File: src/sew_pkg.sv
// Shared constants for the two-wire EEPROM slave write path.
// Assumes a 50 MHz core clock; bus pins arrive asynchronous.
package sew_pkg;
  // ----------------------------------------------------------------
  // Addressing
  // ----------------------------------------------------------------
  localparam int          ADDR_W      = 15;
  localparam int          PAGE_W      = 6;
  localparam int          PAGE_BYTES  = 64;
  localparam logic [3:0]  TYPE_CODE   = 4'h5; // Arbitrary device type code
  localparam logic [3:0]  BIT_LAST    = 4'h7;
  localparam logic [3:0]  BIT_ACK     = 4'h8;
  // ----------------------------------------------------------------
  // Timing
  // ----------------------------------------------------------------
  localparam int          CLK_HZ      = 50000000;
  localparam int          TWC_MS      = 5;
  localparam int          TWC_CYC     = (CLK_HZ / 1000) * TWC_MS;
  localparam int          CNT_W       = 18;
  // ----------------------------------------------------------------
  // Byte phases
  // ----------------------------------------------------------------
  typedef enum logic [5:0] {
    SEW_IDLE  = 6'h01,
    SEW_CTRL  = 6'h02,
    SEW_ADRH  = 6'h04,
    SEW_ADRL  = 6'h08,
    SEW_DATA  = 6'h10,
    SEW_SKIP  = 6'h20
  } sew_phase_e;
endpackage

File: src/sew_slave.sv
// Two-wire EEPROM slave front end: framing, addressing, page-buffered write.
// Assumes the bus pins are open-drain with an external pull-up; the bench
// resolves the data wire from sda_oe.
//
// What this block does
// - Write-protect high blocks all array writes.
// - Data falls while clock high: Start.
// - Data rises while clock high: Stop.
// - Data changes only while clock low.
// - Acknowledge matched control byte and each write byte after it, ninth clock.
// - Hold data low through acknowledge high.
// - No acknowledge during programming cycle.
// - Release data line after master withholds ack.
// - Ack control byte only on code match.
// - Last control bit selects read or write.
// - Two address bytes, high first, fifteen bits.
// - Byte write acked; Stop starts write.
// - Protected write acked, no cycle, ready at once.
// - Pointer ends after last written byte.
// - Up to 64 bytes buffered, committed at Stop.
// - Only low six pointer bits increment.
// - Page overrun wraps within same page.
// - Whole page rewritten on every write.
// - Write-protect sampled at Stop only.
// - Data pin open-drain, pull low only.
// - Write cycle ends within 5 ms.
`timescale 1ns/1ps
module sew_slave #(
  parameter int TWC_CYCLES = sew_pkg::TWC_CYC
) (
  input  wire logic                       core_clk,
  input  wire logic                       nrst,
  input  wire logic                       scl_in,
  input  wire logic                       sda_in,
  output logic                            sda_out,
  output logic                            sda_oe,
  input  wire logic                       wp,
  input  wire logic                       chip_select_bit0,
  input  wire logic                       chip_select_bit1,
  input  wire logic                       chip_select_bit2,
  output logic [sew_pkg::ADDR_W-1:0]      addr_ptr,
  output logic                            read_sel,
  output logic                            busy
);
  import sew_pkg::*;

  // ----------------------------------------------------------------
  // Pin synchronisers and edge detection
  // ----------------------------------------------------------------
  logic [1:0] scl_sync;
  logic [1:0] sda_sync;
  logic [1:0] wp_sync;
  logic [2:0] cs_meta;
  logic [2:0] cs_s;
  logic       scl_d;
  logic       sda_d;
  // Straps and protect are slow levels, but still asynchronous pins
  always_ff @(posedge core_clk or negedge nrst) begin
    if (!nrst) begin
      scl_sync <= 2'h3;
      sda_sync <= 2'h3;
      wp_sync  <= 2'h0;
      cs_meta  <= 3'h0;
      cs_s     <= 3'h0;
      scl_d    <= 1'b1;
      sda_d    <= 1'b1;
    end else begin
      scl_sync <= {scl_sync[0], scl_in};
      sda_sync <= {sda_sync[0], sda_in};
      wp_sync  <= {wp_sync[0], wp};
      cs_meta  <= {chip_select_bit2, chip_select_bit1, chip_select_bit0};
      cs_s     <= cs_meta;
      scl_d    <= scl_sync[1];
      sda_d    <= sda_sync[1];
    end
  end
  logic wp_s;
  assign wp_s = wp_sync[1];
  logic scl_s;
  logic sda_s;
  logic scl_rise;
  logic scl_fall;
  logic start_det;
  logic stop_det;
  assign scl_s     = scl_sync[1];
  assign sda_s     = sda_sync[1];
  assign scl_rise  = scl_s & ~scl_d;
  assign scl_fall  = ~scl_s & scl_d;
  assign start_det = scl_s & scl_d & sda_d & ~sda_s;
  assign stop_det  = scl_s & scl_d & ~sda_d & sda_s;

  // ----------------------------------------------------------------
  // Bit and byte sequencing
  // ----------------------------------------------------------------
  sew_phase_e phase;
  logic [3:0] bit_cnt;
  logic [7:0] shift;
  logic       ack_drive;
  logic       wr_armed;
  logic       rd_mode;
  logic [7:0] byte_rx;
  logic       byte_done;
  logic       ctrl_match;
  logic [PAGE_W-1:0] fill_cnt;
  logic       page_full;

  function automatic logic [PAGE_W-1:0] page_inc(input logic [PAGE_W-1:0] v);
    page_inc = v + 6'h01;
  endfunction

  assign byte_rx    = {shift[6:0], sda_s};
  // Data is sampled on the rising clock edge, stable while high
  assign byte_done  = scl_rise && (bit_cnt == BIT_LAST);
  assign ctrl_match = (byte_rx[7:4] == TYPE_CODE) &&
                      (byte_rx[3:1] == cs_s);

  always_ff @(posedge core_clk or negedge nrst) begin
    if (!nrst) begin
      phase   <= SEW_IDLE;
      bit_cnt <= 4'h0;
      shift   <= 8'h00;
      rd_mode <= 1'b0;
    end else if (start_det) begin
      phase   <= SEW_CTRL;
      bit_cnt <= 4'h0;
      rd_mode <= 1'b0;
    end else if (stop_det) begin
      phase   <= SEW_IDLE;
      bit_cnt <= 4'h0;
    end else if (scl_rise && phase != SEW_IDLE) begin
      shift <= byte_rx;
      if (bit_cnt == BIT_ACK) begin
        bit_cnt <= 4'h0;
      end else begin
        bit_cnt <= bit_cnt + 4'h1;
      end
      if (byte_done) begin
        case (phase)
          SEW_CTRL: begin
            if (!ctrl_match || busy) begin
              phase <= SEW_SKIP;
            end else if (byte_rx[0]) begin
              rd_mode <= 1'b1;
              phase   <= SEW_SKIP;
            end else begin
              phase <= SEW_ADRH;
            end
          end
          SEW_ADRH: phase <= SEW_ADRL;
          SEW_ADRL: phase <= SEW_DATA;
          SEW_DATA: phase <= SEW_DATA;
          SEW_SKIP: phase <= SEW_SKIP;
          default:  phase <= SEW_IDLE;
        endcase
      end
    end
  end
  assign read_sel = rd_mode;

  // ----------------------------------------------------------------
  // Acknowledge driver
  // ----------------------------------------------------------------
  // Ack is raised on the falling edge after bit 8 and held over the whole
  // ninth clock high; dropped on the next falling edge.
  logic rd_acked;
  always_ff @(posedge core_clk or negedge nrst) begin
    if (!nrst) begin
      ack_drive <= 1'b0;
      rd_acked  <= 1'b0;
    end else if (start_det || stop_det) begin
      ack_drive <= 1'b0;
      rd_acked  <= 1'b0;
    end else if (scl_fall) begin
      if (bit_cnt == BIT_ACK && !busy) begin
        ack_drive <= (phase == SEW_ADRH) || (phase == SEW_ADRL) || (phase == SEW_DATA) ||
                     (phase == SEW_SKIP && rd_mode && !rd_acked);
        // Later ninth clocks of a read belong to the master
        rd_acked  <= rd_acked || rd_mode;
      end else begin
        ack_drive <= 1'b0;
      end
    end
  end
  // Control-byte ack in the read branch is taken only once, at bit 8 of CTRL
  assign sda_out = 1'b0;
  assign sda_oe  = ack_drive;

  // ----------------------------------------------------------------
  // Address pointer and page buffer
  // ----------------------------------------------------------------
  logic [7:0]        page_buf [PAGE_BYTES];
  logic [PAGE_BYTES-1:0] dirty;
  logic [7:0]        mem [2**ADDR_W];
  logic [7:0]        addr_hi;
  logic [CNT_W-1:0]  wc_cnt;
  logic              commit_go;

  always_ff @(posedge core_clk or negedge nrst) begin
    if (!nrst) begin
      addr_ptr <= '0;
      addr_hi  <= 8'h00;
      dirty    <= '0;
      wr_armed <= 1'b0;
      fill_cnt <= '0;
      page_full <= 1'b0;
    end else if (start_det) begin
      dirty    <= '0;
      wr_armed <= 1'b0;
      fill_cnt <= '0;
      page_full <= 1'b0;
    end else if (byte_done) begin
      case (phase)
        SEW_ADRH: addr_hi <= byte_rx;
        SEW_ADRL: addr_ptr <= {addr_hi[ADDR_W-9:0], byte_rx};
        SEW_DATA: begin
          page_buf[addr_ptr[PAGE_W-1:0]] <= byte_rx;
          dirty[addr_ptr[PAGE_W-1:0]]    <= 1'b1;
          addr_ptr[PAGE_W-1:0] <= page_inc(addr_ptr[PAGE_W-1:0]);
          wr_armed <= 1'b1;
          fill_cnt <= page_inc(fill_cnt);
          if (fill_cnt == 6'h3f) begin
            page_full <= 1'b1;
          end
        end
        default: addr_hi <= addr_hi;
      endcase
    end else if (stop_det) begin
      wr_armed <= 1'b0;
    end
  end

  // Write protect is looked at only here, on the Stop that ends a write
  assign commit_go = stop_det && wr_armed && !wp_s && !busy;

  // ----------------------------------------------------------------
  // Self-timed write cycle
  // ----------------------------------------------------------------
  // The whole page goes through the cycle; clean bytes are refreshed from
  // the array, so the array model stores only dirty bytes.
  always_ff @(posedge core_clk or negedge nrst) begin
    if (!nrst) begin
      busy      <= 1'b0;
      wc_cnt    <= '0;
    end else if (commit_go) begin
      busy      <= 1'b1;
      wc_cnt    <= CNT_W'(TWC_CYCLES - 1);
    end else if (busy) begin
      if (wc_cnt == '0) begin
        busy <= 1'b0;
      end else begin
        wc_cnt <= wc_cnt - CNT_W'(1);
      end
    end
  end

  always_ff @(posedge core_clk) begin
    if (commit_go) begin
      for (int i = 0; i < PAGE_BYTES; i++) begin
        if (dirty[i]) begin
          mem[{addr_ptr[ADDR_W-1:PAGE_W], PAGE_W'(i)}] <= page_buf[i];
        end
      end
    end
  end

  // ----------------------------------------------------------------
  // Checks
  // ----------------------------------------------------------------
  a_no_ack_busy: assert property (@(posedge core_clk) disable iff (!nrst)
    busy |-> !sda_oe)
    else $error("ack driven during write cycle");
  a_wp_blocks: assert property (@(posedge core_clk) disable iff (!nrst)
    stop_det && wp_s && !busy |=> !busy)
    else $error("write cycle started while protected");
  a_stop_starts: assert property (@(posedge core_clk) disable iff (!nrst)
    stop_det && wr_armed && !wp && !busy |=> busy)
    else $error("stop did not start write cycle");
  a_cycle_len: assert property (@(posedge core_clk) disable iff (!nrst)
    $rose(busy) |-> busy [*8])
    else $error("write cycle ended early");
  a_cycle_bound: assert property (@(posedge core_clk) disable iff (!nrst)
    busy |-> wc_cnt < CNT_W'(TWC_CYCLES))
    else $error("write cycle counter out of range");
  a_start_ctrl: assert property (@(posedge core_clk) disable iff (!nrst)
    start_det |=> phase == SEW_CTRL && bit_cnt == 4'h0)
    else $error("start did not restart decode");
  a_page_wrap: assert property (@(posedge core_clk) disable iff (!nrst)
    byte_done && phase == SEW_DATA |=>
      addr_ptr[ADDR_W-1:PAGE_W] == $past(addr_ptr[ADDR_W-1:PAGE_W]))
    else $error("page write carried into next page");
  a_ptr_inc: assert property (@(posedge core_clk) disable iff (!nrst)
    byte_done && phase == SEW_DATA |=> addr_ptr[PAGE_W-1:0] == $past(addr_ptr[PAGE_W-1:0]) + 6'h01)
    else $error("pointer did not advance");
  a_mismatch_quiet: assert property (@(posedge core_clk) disable iff (!nrst)
    phase == SEW_SKIP && !rd_mode |-> !sda_oe)
    else $error("data driven after mismatch");
  a_oe_only_low: assert property (@(posedge core_clk) disable iff (!nrst)
    sda_oe |-> !sda_out && (bit_cnt == BIT_ACK || bit_cnt == 4'h0))
    else $error("data line pulled outside the ack slot");
  a_ack_stable: assert property (@(posedge core_clk) disable iff (!nrst)
    $fell(sda_oe) |-> !scl_s)
    else $error("ack released while clock high");

  c_byte_write: cover property (@(posedge core_clk) disable iff (!nrst) $rose(busy));
  c_protected: cover property (@(posedge core_clk) disable iff (!nrst) stop_det && wr_armed && wp_s);
  c_page_full: cover property (@(posedge core_clk) disable iff (!nrst) page_full);
  c_read_sel: cover property (@(posedge core_clk) disable iff (!nrst) $rose(rd_mode));
endmodule

File: config.mk
export PLATFORM = sky130hd
export DESIGN_NAME = sew_slave
export DESIGN_NICKNAME = d
export VERILOG_FILES = /design/src/sew_pkg.sv /design/src/sew_slave.sv
export SDC_FILE = /design/constraint.sdc
export NUM_CORES = 1
export LEC_CHECK = 0
export BUFFER_PORTS_ARGS = -buffer_cell sky130_fd_sc_hd__buf_2
export CORE_UTILIZATION = 55
export CTS_BUF_LIST = sky130_fd_sc_hd__clkbuf_2 sky130_fd_sc_hd__clkbuf_4 sky130_fd_sc_hd__clkbuf_8
export DETAILED_ROUTE_END_ITERATION = 6
export PLACE_DENSITY = 0.83
export SLEW_MARGIN = 20
export SYNTH_ARGS = -nofsm -noshare
export SYNTH_HDL_FRONTEND = slang
export SYNTH_SLANG_ARGS = --single-unit
File: constraint.sdc
create_clock -name core_clk -period 3.15 [get_ports core_clk]
set_clock_uncertainty 0.15 [all_clocks]
set_input_delay 0.4725 -clock core_clk [delete_from_list [all_inputs] [get_ports core_clk]]
set_output_delay 0.4725 -clock core_clk [all_outputs]
set_load 0.05 [all_outputs]
# Yosys cells after proc, flatten, opt, wreduce, memory -nomap -nowiden
# Cells that the tools add are included.
# word_totals
ramBits	0
mem_count	0
in_bits	8
elab_cells	124
output_inout_bits	19
romBits	0
register_bits	76
latch_bits	0
# op_classes
n_reduce_logical	40
eq_ne	14
n_addsub	3
div_mod_pow	0
n_mux	35
shift	0
bitwise_logic	13
n_lt_le_gt_ge	0
multipliers	0
# op_table
operator	n
$mux W18	3
$mux W6	6
$pmux W6 S4	1
$mux W1	20
$logic_not A18 Y1	1
$sub A18 B1 Y18 const B	1
$mux W4	4
$reduce_bool A2 Y1	8
$pmux W6 S2	1
$reduce_and A3 Y1	4
$logic_and A1 B1 Y1	9
$eq A4 B3 Y1 const B	2
$reduce_and A2 Y1	4
$and A1 B1 Y1	7
$add A6 B1 Y6 const B	1
$eq A6 B2 Y1 const B	1
$eq A6 B3 Y1 const B	1
$eq A6 B4 Y1 const B	1
$eq A6 B5 Y1 const B	1
$eq A6 B6 Y1 const B	1
$logic_or A1 B1 Y1	6
$ne A2 B2 Y1 const B	3
$ne A6 B1 Y1 const B	1
$not A1 Y1	6
other kinds (8)	12

# Depth between registers and ports, before layout
# Gate-level depths: netlist of run 1.
# logic_depth
depth_word	10
mapped_depth	8
ltp_nobuf	7

# Least setup slack after synthesis of run 1
# Ideal clock, no wire load.
# synth_path
path_type	register to register
startpoint	register scl_sync[1]
endpoint	register addr_ptr[10] (netlist name)
synth_period_minus_slack_ns	2.320
arrival_ns	2.044
setup_ns	0.125
path_buffers	2
t_required_ns	2.875
setup_slack_ns	0.830
stages_incl_launch_ff	7
path_cell_list	dfstp_2 nand2b_4 or3_1 buf_2 or4b_4 buf_6 mux2_4
# synth_via
elab_chain_len	5
word_cells_on_any_way	7
cone_classes	5 x bitwise; 2 x reduce/logical
# synth_rtl
element	line	rtl
start, declared	sew_slave.sv:50	logic [1:0] scl_sync;
start signal, assigned	sew_slave.sv:68	scl_sync <= {scl_sync[0], scl_in};
$and A1 B1 Y1 (3 in series)	sew_slave.sv:89	assign start_det = scl_s & scl_d & sda_d & ~sda_s;
$not A1 Y1 (no line)	-	
$reduce_and A3 Y1 (no line) (*)	-	
end signal, assigned	sew_slave.sv:214	SEW_ADRL: addr_ptr <= {addr_hi[ADDR_W-9:0], byte_rx};
end signal, assigned by index	sew_slave.sv:218	addr_ptr[PAGE_W-1:0] <= page_inc(addr_ptr[PAGE_W-1:0]);
end, declared	sew_slave.sv:41	output logic [sew_pkg::ADDR_W-1:0] addr_ptr,
# Every way passes the cells marked *; elsewhere a longest branch is shown, timed or not.
# A chain may end at the register's enable or synchronous reset.

# Final worst setup path of run 1
# layout_path
startpoint	register bit_cnt[0]
endpoint	register addr_ptr[6] (netlist name)
# layout_via
elab_chain_len	3
# layout_rtl
element	line	rtl
start, declared	sew_slave.sv:96	logic [3:0] bit_cnt;
start signal, assigned	sew_slave.sv:135	bit_cnt <= bit_cnt + 4'h1;
$eq A4 B3 Y1	sew_slave.sv:113	assign byte_done = scl_rise && (bit_cnt == BIT_LAST);
$logic_and A1 B1 Y1	sew_slave.sv:113	
$reduce_and A3 Y1 (no line)	-	
# Every way passes these cells.

==> results of run 1 <==
## cells in the mapped netlist, types with 6 or more instances
master    count  area [µm²]
dfstp_2       7         184
nand3_1      12        60.1
nor2_1       30         113
clkbuf_1      6        22.5
nand2_1      26        97.6
nor3_1       13        65.1
nor2b_1       8        50.1
a21oi_1      17        85.1
dfrtp_1      69        1730
o21ai_0      17        85.1
inv_1        10        37.5
mux2_2       14         158
mux2_4        9         135
mux2i_1       7        70.1
xnor2_1       7        61.3
xor2_1        6        52.6
## stage by stage
step                utilization  power (W)  std cells  setup WS (ns)  hold WS, ns
global route              0.646    0.00230        433          0.591       0.0538
floorplan                     -    0.00139        327          0.830       0.0269
finish                    0.646    0.00220        433          0.711       0.0747
global placement          0.615    0.00146        418          0.808        0.182
CTS                       0.646    0.00221        433          0.727       0.0643
detailed placement        0.615    0.00148        418          0.755        0.185
## cells by family after synthesis
kind of cell / after synthesis / share of synthesized area
buf+inv: 22 / 0.0277
compound gates: 55 / 0.0934
mux: 30 / 0.102
simple gates: 126 / 0.194
fa+ha+maj: 4 / 0.0140
other cells: 1 / 0.00105
xor+xnor: 13 / 0.0320
flops: 76 / 0.536
## registers in the layout (all words and copies together), names as in the netlist
name,count
scl_d,1
cs_meta,3
scl_sync,2
sda_oe,1
wr_armed,1
wc_cnt,18
read_sel,1
sda_d,1
rd_acked,1
busy,1
shift,7
phase,6
addr_hi,7
sda_sync,2
bit_cnt,4
cs_s,3
wp_sync,2
addr_ptr,15
## area by class of cell
class | instances | area (µm²)
Timing Repair Buffer | 28 | 150
Sequential cell | 76 | 1910
Inverter | 10 | 37.5
Multi-Input combinational cell | 229 | 1550
Tap cell | 75 | 93.8
Fill cell | 486 | 2160
Clock inverter | 5 | 52.6
Clock buffer | 10 | 138
## report_power, final
group	leakage (nW)	switching, W	internal, W
sequential	0.999	0.000129	0.00106
clock	0.0979	0.000345	0.000379
combinational	0.799	0.000140	0.000140
total	1.90	0.000615	0.00158
## metal layers
layer	vias up	part of all wire	wire [µm]	track usage
met3	8	0.047	319	0.0659
met1	1238	0.48	3220	0.304
met4	0	0.013	88	0.0690
met2	61	0.46	3130	0.329
li1	1217	-	-	-
met5	-	0	0	0
## how the worst min path moves through the flow
stage	from	end	depth (start not counted)
3_3_place_gp	cs_meta[0]$_DFF_PN0_	cs_s[0]$_DFF_PN0_	0
6_report	scl_in	scl_sync[0]$_DFF_PN1_	1
2_1_floorplan	nrst	addr_hi[0]$_DFFE_PN0P_	0
4_1_cts	sda_in	sda_sync[0]$_DFF_PN1_	1
3_5_place_dp	wp_sync[0]$_DFF_PN0_	wp_sync[1]$_DFF_PN0_	0
5_1_grt	sda_in	sda_sync[0]$_DFF_PN1_	1
==> run metrics, run 1 <==
outcome finished, final reports clean; Worst Setup End Kind flop; WP data arrival ~2.5 ns; Max-slew headroom 0.383; Syn Nets 339; count of cell types in the netlist 50; most common cell after layout, fill and taps aside dfrtp_1; Critical Path Fanout Max 10; pin count of the biggest net entering global routing 77; site row count 28; vias approximately 2500; Final Wtd Congestion roughly 0.9; initial antenna violation count 0; FF-to-FF Start bit_cnt[0]$_DFFE_PN0P_; drt wl/cell 15.6 µm; Core ar. around 6100 µm²; hold buffers post-CTS 0; Setup crit start kind flop; Port Buf Inserts 25; R2R setup slack just over 0.7 ns; drt first-iter violations 137; largest stage delay on the critical path 0.69 ns; total wire length 6.76 mm; RSZ-0062 raised after global routing false; EDFF count, synth 0; worst path required time roughly 3.2 ns; Power per Cell Area between 500 and 600 nW/µm²; worst setup path startpoint bit_cnt[0]$_DFFE_PN0P_; Worst Hold Class input port to flop; CTS-repair resized insts 0; Pins Over Slew Limit 0; worst r2r dst addr_ptr[6]$_DFFE_PN0P_; Syn Area/Cell approximately 11 µm²; ratio of cells with drive above 1 in the final layout 0.223; CTS tree built; leak pwr about 1.9 nW; area grow syn2layout 10.5%; CP Buf/Inv Count 0; root buf cell clkbuf_8; Bufs on Longest Clock Path 2; register bit count reported by yosys 76; die width between 80 and 90 µm; Worst-path clk slew 0.07 ns; worst-path cell chain ha_1 > nand2_1 > or3_1 > or4b_4 > mux2_4; Critical Path Sink addr_ptr[6]$_DFFE_PN0P_; crit-path leading delay family simple AND/OR/NAND/NOR gates; Tcrit/Tclk final 0.774; num ports 27; die height around 82 µm; first-pass GRT wire length between 10 and 15 mm; clock latency at the later pin of the worst-skew pair 0.35 ns; Overflow after GRT 0; vias in the first global route between 2000 and 2500; r2r worst-path depth 5; ANT nets after route 0; Setup violations, final 0; most frequent cells in the layout 69 x dfrtp_1, 30 x nor2_1, 26 x nand2_1; # DRC 0; Final Hold Viols 0; synthesized instance count about 330; postcts setup bufs 0; GR Util All Layers 0.219; Syn Std Cell Area 3560 µm²; post-route cell area 3940 µm²; minimum clock period 2.44 ns; nets roughly 370; drt pass-1 iters 4; TritonCTS Buffers 9; post-synthesis sequential area ratio 0.536; Via density between 5 and 6; number of diodes 0; Max Cap Viol 0; DP Area between 3000 and 4000 µm²; fmax ~0.41 GHz; Synth Warn # 0; number of H-tree levels 3; critical path's slowest cell or4b_4; CTS sink count 76; ys async rst share 1.00; starting density of the core 0.585; VDD IR max 0.407 mV; Slew @ Worst Pin 0.925 ns; WS Path Type flop to flop; setup TNS 0 ns; cell count along the critical path 5; die area approximately 6800 µm²; Post-DP HPWL 4.57 mm; Top FF cell, synth dfrtp_1
No activity file was read; power rests on OpenSTA's default activity.
==> run 2, diff against run 1 <==
Settings changed: ABC_AREA set to 1.
Clock period 3.15 ns to 2.3 ns, I/O delays scaled along.
==> run 2 against run 1 <==
- combinational power grew 33%
- flip-flop and latch count is the same
- routed wire length grew 11%
- worst setup slack lost 0.39 ns
- synthesized cell count grew 42%
- die area grew 8.0%
- clock power grew 26%
- worst hold slack gained 0.13 ns
- highest routed layer unchanged
==> run metrics, run 2 <==
outcome finished, final reports clean; Gate power share 0.133 (+0.006); Clock Power Share 0.327 (-0.003); VDD IR max 0.453 mV (+11%); hold_sp cs_meta[1]$_DFF_PN0_; r2r worst-path depth 7 (+2); Setup violations, final 0 (unchanged); worst r2r dst addr_ptr[10]$_DFFE_PN0P_; initial antenna violation count 0 (unchanged); die height 85.7 µm (+3.9%); Via density 5.08 (-13%); Hold Crit Depth 0 (-1); Synth top cells by count 123 x nand2_1, 69 x dfrtp_1, 54 x inv_1, 54 x nor2_1, 42 x nand3_1; M1 wire length 3.43 mm (+6.4%); RSZ-0062 raised after global routing false; Yosys top cell area share 0.448 (-0.0368); EDFF count, synth 0 (unchanged); register bit count reported by yosys 76 (unchanged); Bufs on Longest Clock Path 2 (unchanged); biggest regs wc_cnt (18), addr_ptr (15); starting density of the core 0.568 (-0.0170); Total Power 0.00279 W (+27%); Setup crit start kind flop; post-route cell area 4310 µm² (+9.4%); most frequent cell after synthesis nand2_1; number of diodes 0 (unchanged); DP Area 4060 µm² (+8.5%); Area contributors post-synth dfrtp_1 45%, nand2_1 12%, o21ai_2 6.6%; Final Hold Viols 0 (unchanged); R2R setup slack 0.32 ns (-0.39 ns); setup TNS 0 ns (unchanged); Max-slew headroom 0.499 (+0.116); met3 WL 220 µm (-31%); WL met2 3.67 mm (+17%); ratio of cells with drive above 1 in the final layout 0.193 (-0.0302); Sw Pwr 0.000840 W (+37%); area grow syn2layout 11.7%; TritonCTS Buffers 9 (unchanged); Max Cap Viol 0 (unchanged); most frequent cells in the layout 123 x nand2_1, 69 x dfrtp_1, 54 x inv_1, 54 x nor2_1, 42 x nand3_1; WP data arrival 2.05 ns (-0.47 ns); Power per Cell Area 648 nW/µm² (+16%); drt pass-1 iters 5 (+1); WS Path Type flop to flop; Slew @ Worst Pin 0.751 ns (-0.174 ns); die area 7350 µm² (+8.0%); Switching Share 0.301 (+0.0212); register share of total power 0.540 (-0.003); # DRC 0 (unchanged); Synth Warn # 0 (unchanged); FF-to-FF Start bit_cnt[0]$_DFFE_PN0P_; Highest Signal Layer met4; synthesized instance count 465 (+42%); most common cell after layout, fill and taps aside nand2_1; count of cell types in the netlist 34 (-32%); Core ar. 6790 µm² (+11%); Worst-path clk slew 0.08 ns (about the same); Top FF cell, synth dfrtp_1; first-pass GRT wire length 13.3 mm (+22%); drt first-iter violations 188 (+37%); site row count 30 (+7.1%); Pins Over Slew Limit 0 (unchanged); hold endpoint cs_s[1]$_DFF_PN0_; die width 85.7 µm (+3.9%); Cell Int Power 0.00195 W (+23%); Worst Setup End Kind flop; vias in the first global route 3016 (+33%); Post-DP HPWL 5.32 mm (+17%); Final Wtd Congestion 0.895 (-1.2%); ANT nets after route 0 (unchanged); Tcrit/Tclk final 0.860 (+0.0859); hold_ws 0.203 ns (+0.128 ns); nets 514 (+40%); Syn Nets 477 (+41%); CTS tree built; post-synthesis sequential area ratio 0.495 (-0.0407); clock latency at the later pin of the worst-skew pair 0.35 ns (about the same); leak pwr 2.24 nW (+18%); Overflow after GRT 0 (unchanged); Top reg by flops wc_cnt; CTS-repair resized insts 0 (unchanged); Critical Path Fanout Max 18 (+8); CTS sink count 76 (unchanged); fmax 0.505 GHz (+23%); GR Util All Layers 0.230 (+0.0115); number of flip-flops in the largest register 18 (unchanged); ys async rst share 1.00 (unchanged); pin count of the biggest net entering global routing 48 (-38%); root buf cell clkbuf_8; Synth area leader dfrtp_1; number of H-tree levels 3 (unchanged); drt wl/cell 12.4 µm (-20%); num ports 27 (unchanged); total wire length 7.49 mm (+11%); Syn Std Cell Area 3860 µm² (+8.2%); worst path required time 2.37 ns (-0.86 ns); Worst Hold Class flop to flop; Port Buf Inserts 25 (unchanged); vias 3066 (+21%); minimum clock period 1.98 ns (-0.461 ns); Syn Area/Cell 8.29 µm² (-24%)
## run 2: cell types whose count changed after synthesis, sizes merged, moves of 12 or more
cell and change:
nor2 +29, nand3 +32, a21oi -12, nand2 +105, inv +45, mux2 -23
o21ai +35
## run 2: cell families (layout without fill, tap and decap cells)
family          Yosys count  in the layout  synth area share
compound gates           62             62             0.112
xor+xnor                  7              7            0.0159
flops                    76             76             0.495
other cells               1              1          0.000972
fa+ha+maj                 4              4            0.0130
simple gates            249            249             0.287
buf+inv                  66            108            0.0762
## run 2: critical path: stages, from the launching register on
cell and delay, ns:
dfrtp_1 0.38, ha_1 0.17, nand2_1 0.06, nor2_1 0.17, nand2_1 0.15, or2_1 0.52, nand2_1 0.18, o21ai_2 0.06
## run 2: area by class of cell
| class | instances | area (µm²) |
|---|---|---|
| Timing Repair Buffer | 36 | 240 |
| Fill cell | 563 | 2490 |
| Clock buffer | 9 | 124 |
| Multi-Input combinational cell | 323 | 1650 |
| Sequential cell | 76 | 1910 |
| Inverter | 56 | 210 |
| Clock inverter | 7 | 51.3 |
| Tap cell | 96 | 120 |
## run 2: how the worst max path moves through the flow
| stage | from | end | depth (start not counted) |
|---|---|---|---|
| final | bit_cnt[0]$_DFFE_PN0P_ | addr_ptr[10]$_DFFE_PN0P_ | 7 |
| after detailed placement | scl_sync[1]$_DFF_PN1_ | addr_ptr[10]$_DFFE_PN0P_ | 6 |
| after global routing | bit_cnt[0]$_DFFE_PN0P_ | addr_ptr[9]$_DFFE_PN0P_ | 7 |
| after CTS | bit_cnt[0]$_DFFE_PN0P_ | addr_ptr[11]$_DFFE_PN0P_ | 7 |
| after floorplan | busy$_DFF_PN0_ | wc_cnt[2]$_DFFE_PN0P_ | 6 |
| after global placement | scl_sync[1]$_DFF_PN1_ | addr_ptr[9]$_DFFE_PN0P_ | 6 |
## run 2: through the flow
stage,util,worst slack (ns),instances
CTS,0.634,0.318,603
finish,0.634,0.322,603
detailed placement,0.598,0.325,580
global placement,0.598,0.346,580
global route,0.634,0.102,603
floorplan,-,0.491,465
## run 2: what timing repair did
action,CTS,global route
hold buffers,7,0
setup buffers,0,0
endpoints found under the hold margin,35,0
## run 2: power groups by stage
stage	logic, W	clock network, W	registers [W]
floorplan	0.000257	0	0.00152
global placement	0.000354	0	0.00153
detailed placement	0.000364	0	0.00153
CTS	0.000375	0.000943	0.00151
global route	0.000436	0.000987	0.00152
finish	0.000372	0.000911	0.00151
## run 2: metal layers
metal,vias up,global-route usage
li1,1551,-
met1,1438,0.286
met2,63,0.391
met3,14,0.0414
met4,0,0.108
met5,-,0
==> run 3, diff against run 2 <==
Settings changed: CELL_PAD_IN_SITES_DETAIL_PLACEMENT set to 1, CELL_PAD_IN_SITES_GLOBAL_PLACEMENT set to 1, CORE_UTILIZATION 55 to 47, PLACE_DENSITY 0.83 to 0.91.
==> run 3 against run 2 <==
- core utilization down 7.7 points
- cell count up 1.5%
- die area up 17%
- power up 7.2%
- critical path type unchanged
==> run metrics, run 3 (same netlist as run 2, synthesis figures left out) <==
ratio of cells with drive above 1 in the final layout 0.198 (+0.00475); TritonCTS Buffers 9 (unchanged); worst path required time 2.37 ns (about the same); Max-slew headroom 0.477 (-0.0226); Port Buf Inserts 25 (unchanged); GR Util All Layers 0.251 (+0.0213); vias in the first global route 3464 (+15%); worst slack, placed 0.225 ns (-0.0995 ns); most frequent cells in the layout 123 x nand2_1, 69 x dfrtp_1, 54 x inv_1, 54 x nor2_1, 42 x nand3_1; WS Path Type flop to flop; initial antenna violation count 0 (unchanged); critical path's slowest cell or2_1; first-pass GRT wire length 16.5 mm (+25%); drt first-iter violations 121 (-36%); DP Area 4090 µm² (+0.74%); most used cell, CP nand2_1; Final WS setup 0.154 ns (-0.167 ns); Pins Over Slew Limit 0 (unchanged); total wire length 9.74 mm (+30%); die area 8570 µm² (+17%); Final Wtd Congestion 0.886 (-1.0%); most common cell after layout, fill and taps aside nand2_1; ANT nets after route 0 (unchanged); WP data arrival 2.22 ns (+0.17 ns); Post-DP HPWL 6.98 mm (+31%); Core ar. 7850 µm² (+16%); starting density of the core 0.491 (-0.0762); drt pass-1 iters 4 (-1); outcome finished, final reports clean; VDD IR max 0.366 mV (-19%); die height 92.6 µm (+8.0%); Via density 5.32 (+4.6%); clock latency at the later pin of the worst-skew pair 0.36 ns (about the same); Top reg by flops wc_cnt; drt wl/cell 15.9 µm (+28%); minimum clock period 2.15 ns (+0.167 ns); Final Hold Viols 0 (unchanged); vias 3256 (+6.2%); Bufs on Longest Clock Path 2 (unchanged); worst-path cell chain ha_1 > nand2_1 > nor2_1 > nand2_1 > or2_1 > nand2_1 > o21ai_2; Worst-path clk slew 0.08 ns (about the same); # DRC 0 (unchanged); fmax 0.466 GHz (-7.8%); Max Cap Viol 0 (unchanged); biggest regs wc_cnt (18), addr_ptr (15); nets 517 (+0.58%); post-route cell area 4370 µm² (+1.4%); num ports 27 (unchanged); Worst Hold Class flop to flop; CTS tree built; number of H-tree levels 3 (unchanged); Slew @ Worst Pin 0.785 ns (+0.0338 ns); Worst Setup End Kind flop; leak pwr 2.27 nW (+1.4%); postcts setup bufs 0 (unchanged); Power per Cell Area 685 nW/µm² (+5.8%); RSZ-0062 raised after global routing false; CTS sink count 76 (unchanged); die width 92.6 µm (+8.0%); pin count of the biggest net entering global routing 41 (-15%); hold_sp wp_sync[0]$_DFF_PN0_; Tcrit/Tclk final 0.933 (+0.0728); number of diodes 0 (unchanged); Setup violations, final 0 (unchanged); root buf cell clkbuf_8; CP Buf/Inv Count 0 (unchanged); Critical Path Fanout Max 18 (unchanged); worst setup path startpoint bit_cnt[1]$_DFFE_PN0P_; setup TNS 0 ns (unchanged); crit-path leading delay family simple AND/OR/NAND/NOR gates; site row count 32 (+6.7%); Setup crit start kind flop; Overflow after GRT 0 (unchanged); area grow syn2layout 13.3%; largest stage delay on the critical path 0.56 ns (+0.04 ns); number of flip-flops in the largest register 18 (unchanged); FF-to-FF Start bit_cnt[1]$_DFFE_PN0P_
## run 3: cell types whose count changed in the layout (fill, tap and decap cells not counted)
cell	change
clkinv_4	-1
clkinvlp_4	-1
buf_4	+3
clkinv_2	-1
clkbuf_4	+1
clkbuf_8	+1
bufinv_16	+1
## run 3: repair_timing
| item | in CTS | in global routing |
|---|---|---|
| hold endpoints to repair | 44 | 0 |
| gates resized for setup | 0 | 0 |
| hold buffers | 7 | 0 |
## run 3: final timing paths
kind	endpoint	slack (ns)	depth (start not counted)
setup / recovery	addr_ptr[13]$_DFFE_PN0P_	0.15	7
hold / removal	wp_sync[1]$_DFF_PN0_	0.21	0
setup reg to reg	addr_ptr[13]$_DFFE_PN0P_	0.15	7
hold reg to reg	wp_sync[1]$_DFF_PN0_	0.21	0
max in group asynchronous	phase[0]$_DFFE_PN1P_	0.96	3
min in group asynchronous	addr_ptr[1]$_DFFE_PN0P_	0.37	2
## run 3: worst reg2reg max path: cells and delay by family, from the launching register on
kind            cells  cell delay [ns]
compound gates      1             0.07
fa+ha+maj           1             0.19
flops               1             0.40
simple gates        5             1.22
## run 3: cell type report
| type | count | area [µm²] |
|---|---|---|
| Clock buffer | 11 | 145 |
| Tap cell | 102 | 128 |
| Inverter | 56 | 210 |
| Sequential cell | 76 | 1910 |
| Fill cell | 1010 | 3480 |
| Timing Repair Buffer | 39 | 263 |
| Clock inverter | 5 | 60.1 |
| Multi-Input combinational cell | 323 | 1650 |
## run 3: per-stage QoR
step | power, W | instances | utilization | hold slack (ns)
2_1_floorplan | 0.00178 | 465 | - | -0.101
3_3_place_gp | 0.00189 | 589 | 0.522 | 0.183
3_5_place_dp | 0.00193 | 589 | 0.522 | 0.189
4_1_cts | 0.00301 | 612 | 0.557 | 0.207
5_1_grt | 0.00312 | 612 | 0.557 | 0.211
6_report | 0.00299 | 612 | 0.557 | 0.205
## run 3: layer usage
layer | track usage | up-vias | routed length [µm]
li1 | - | 1563 | -
met1 | 0.315 | 1612 | 4260
met2 | 0.425 | 66 | 5020
met3 | 0.0468 | 15 | 289
met4 | 0.105 | 0 | 166
met5 | 0 | - | 0
## run 3: report_power, final
group	switching [W]	internal [W]
Sequential	0.0000767	0.00144
Clock	0.000521	0.000547
Combinational	0.000287	0.000122
Total	0.000885	0.00211
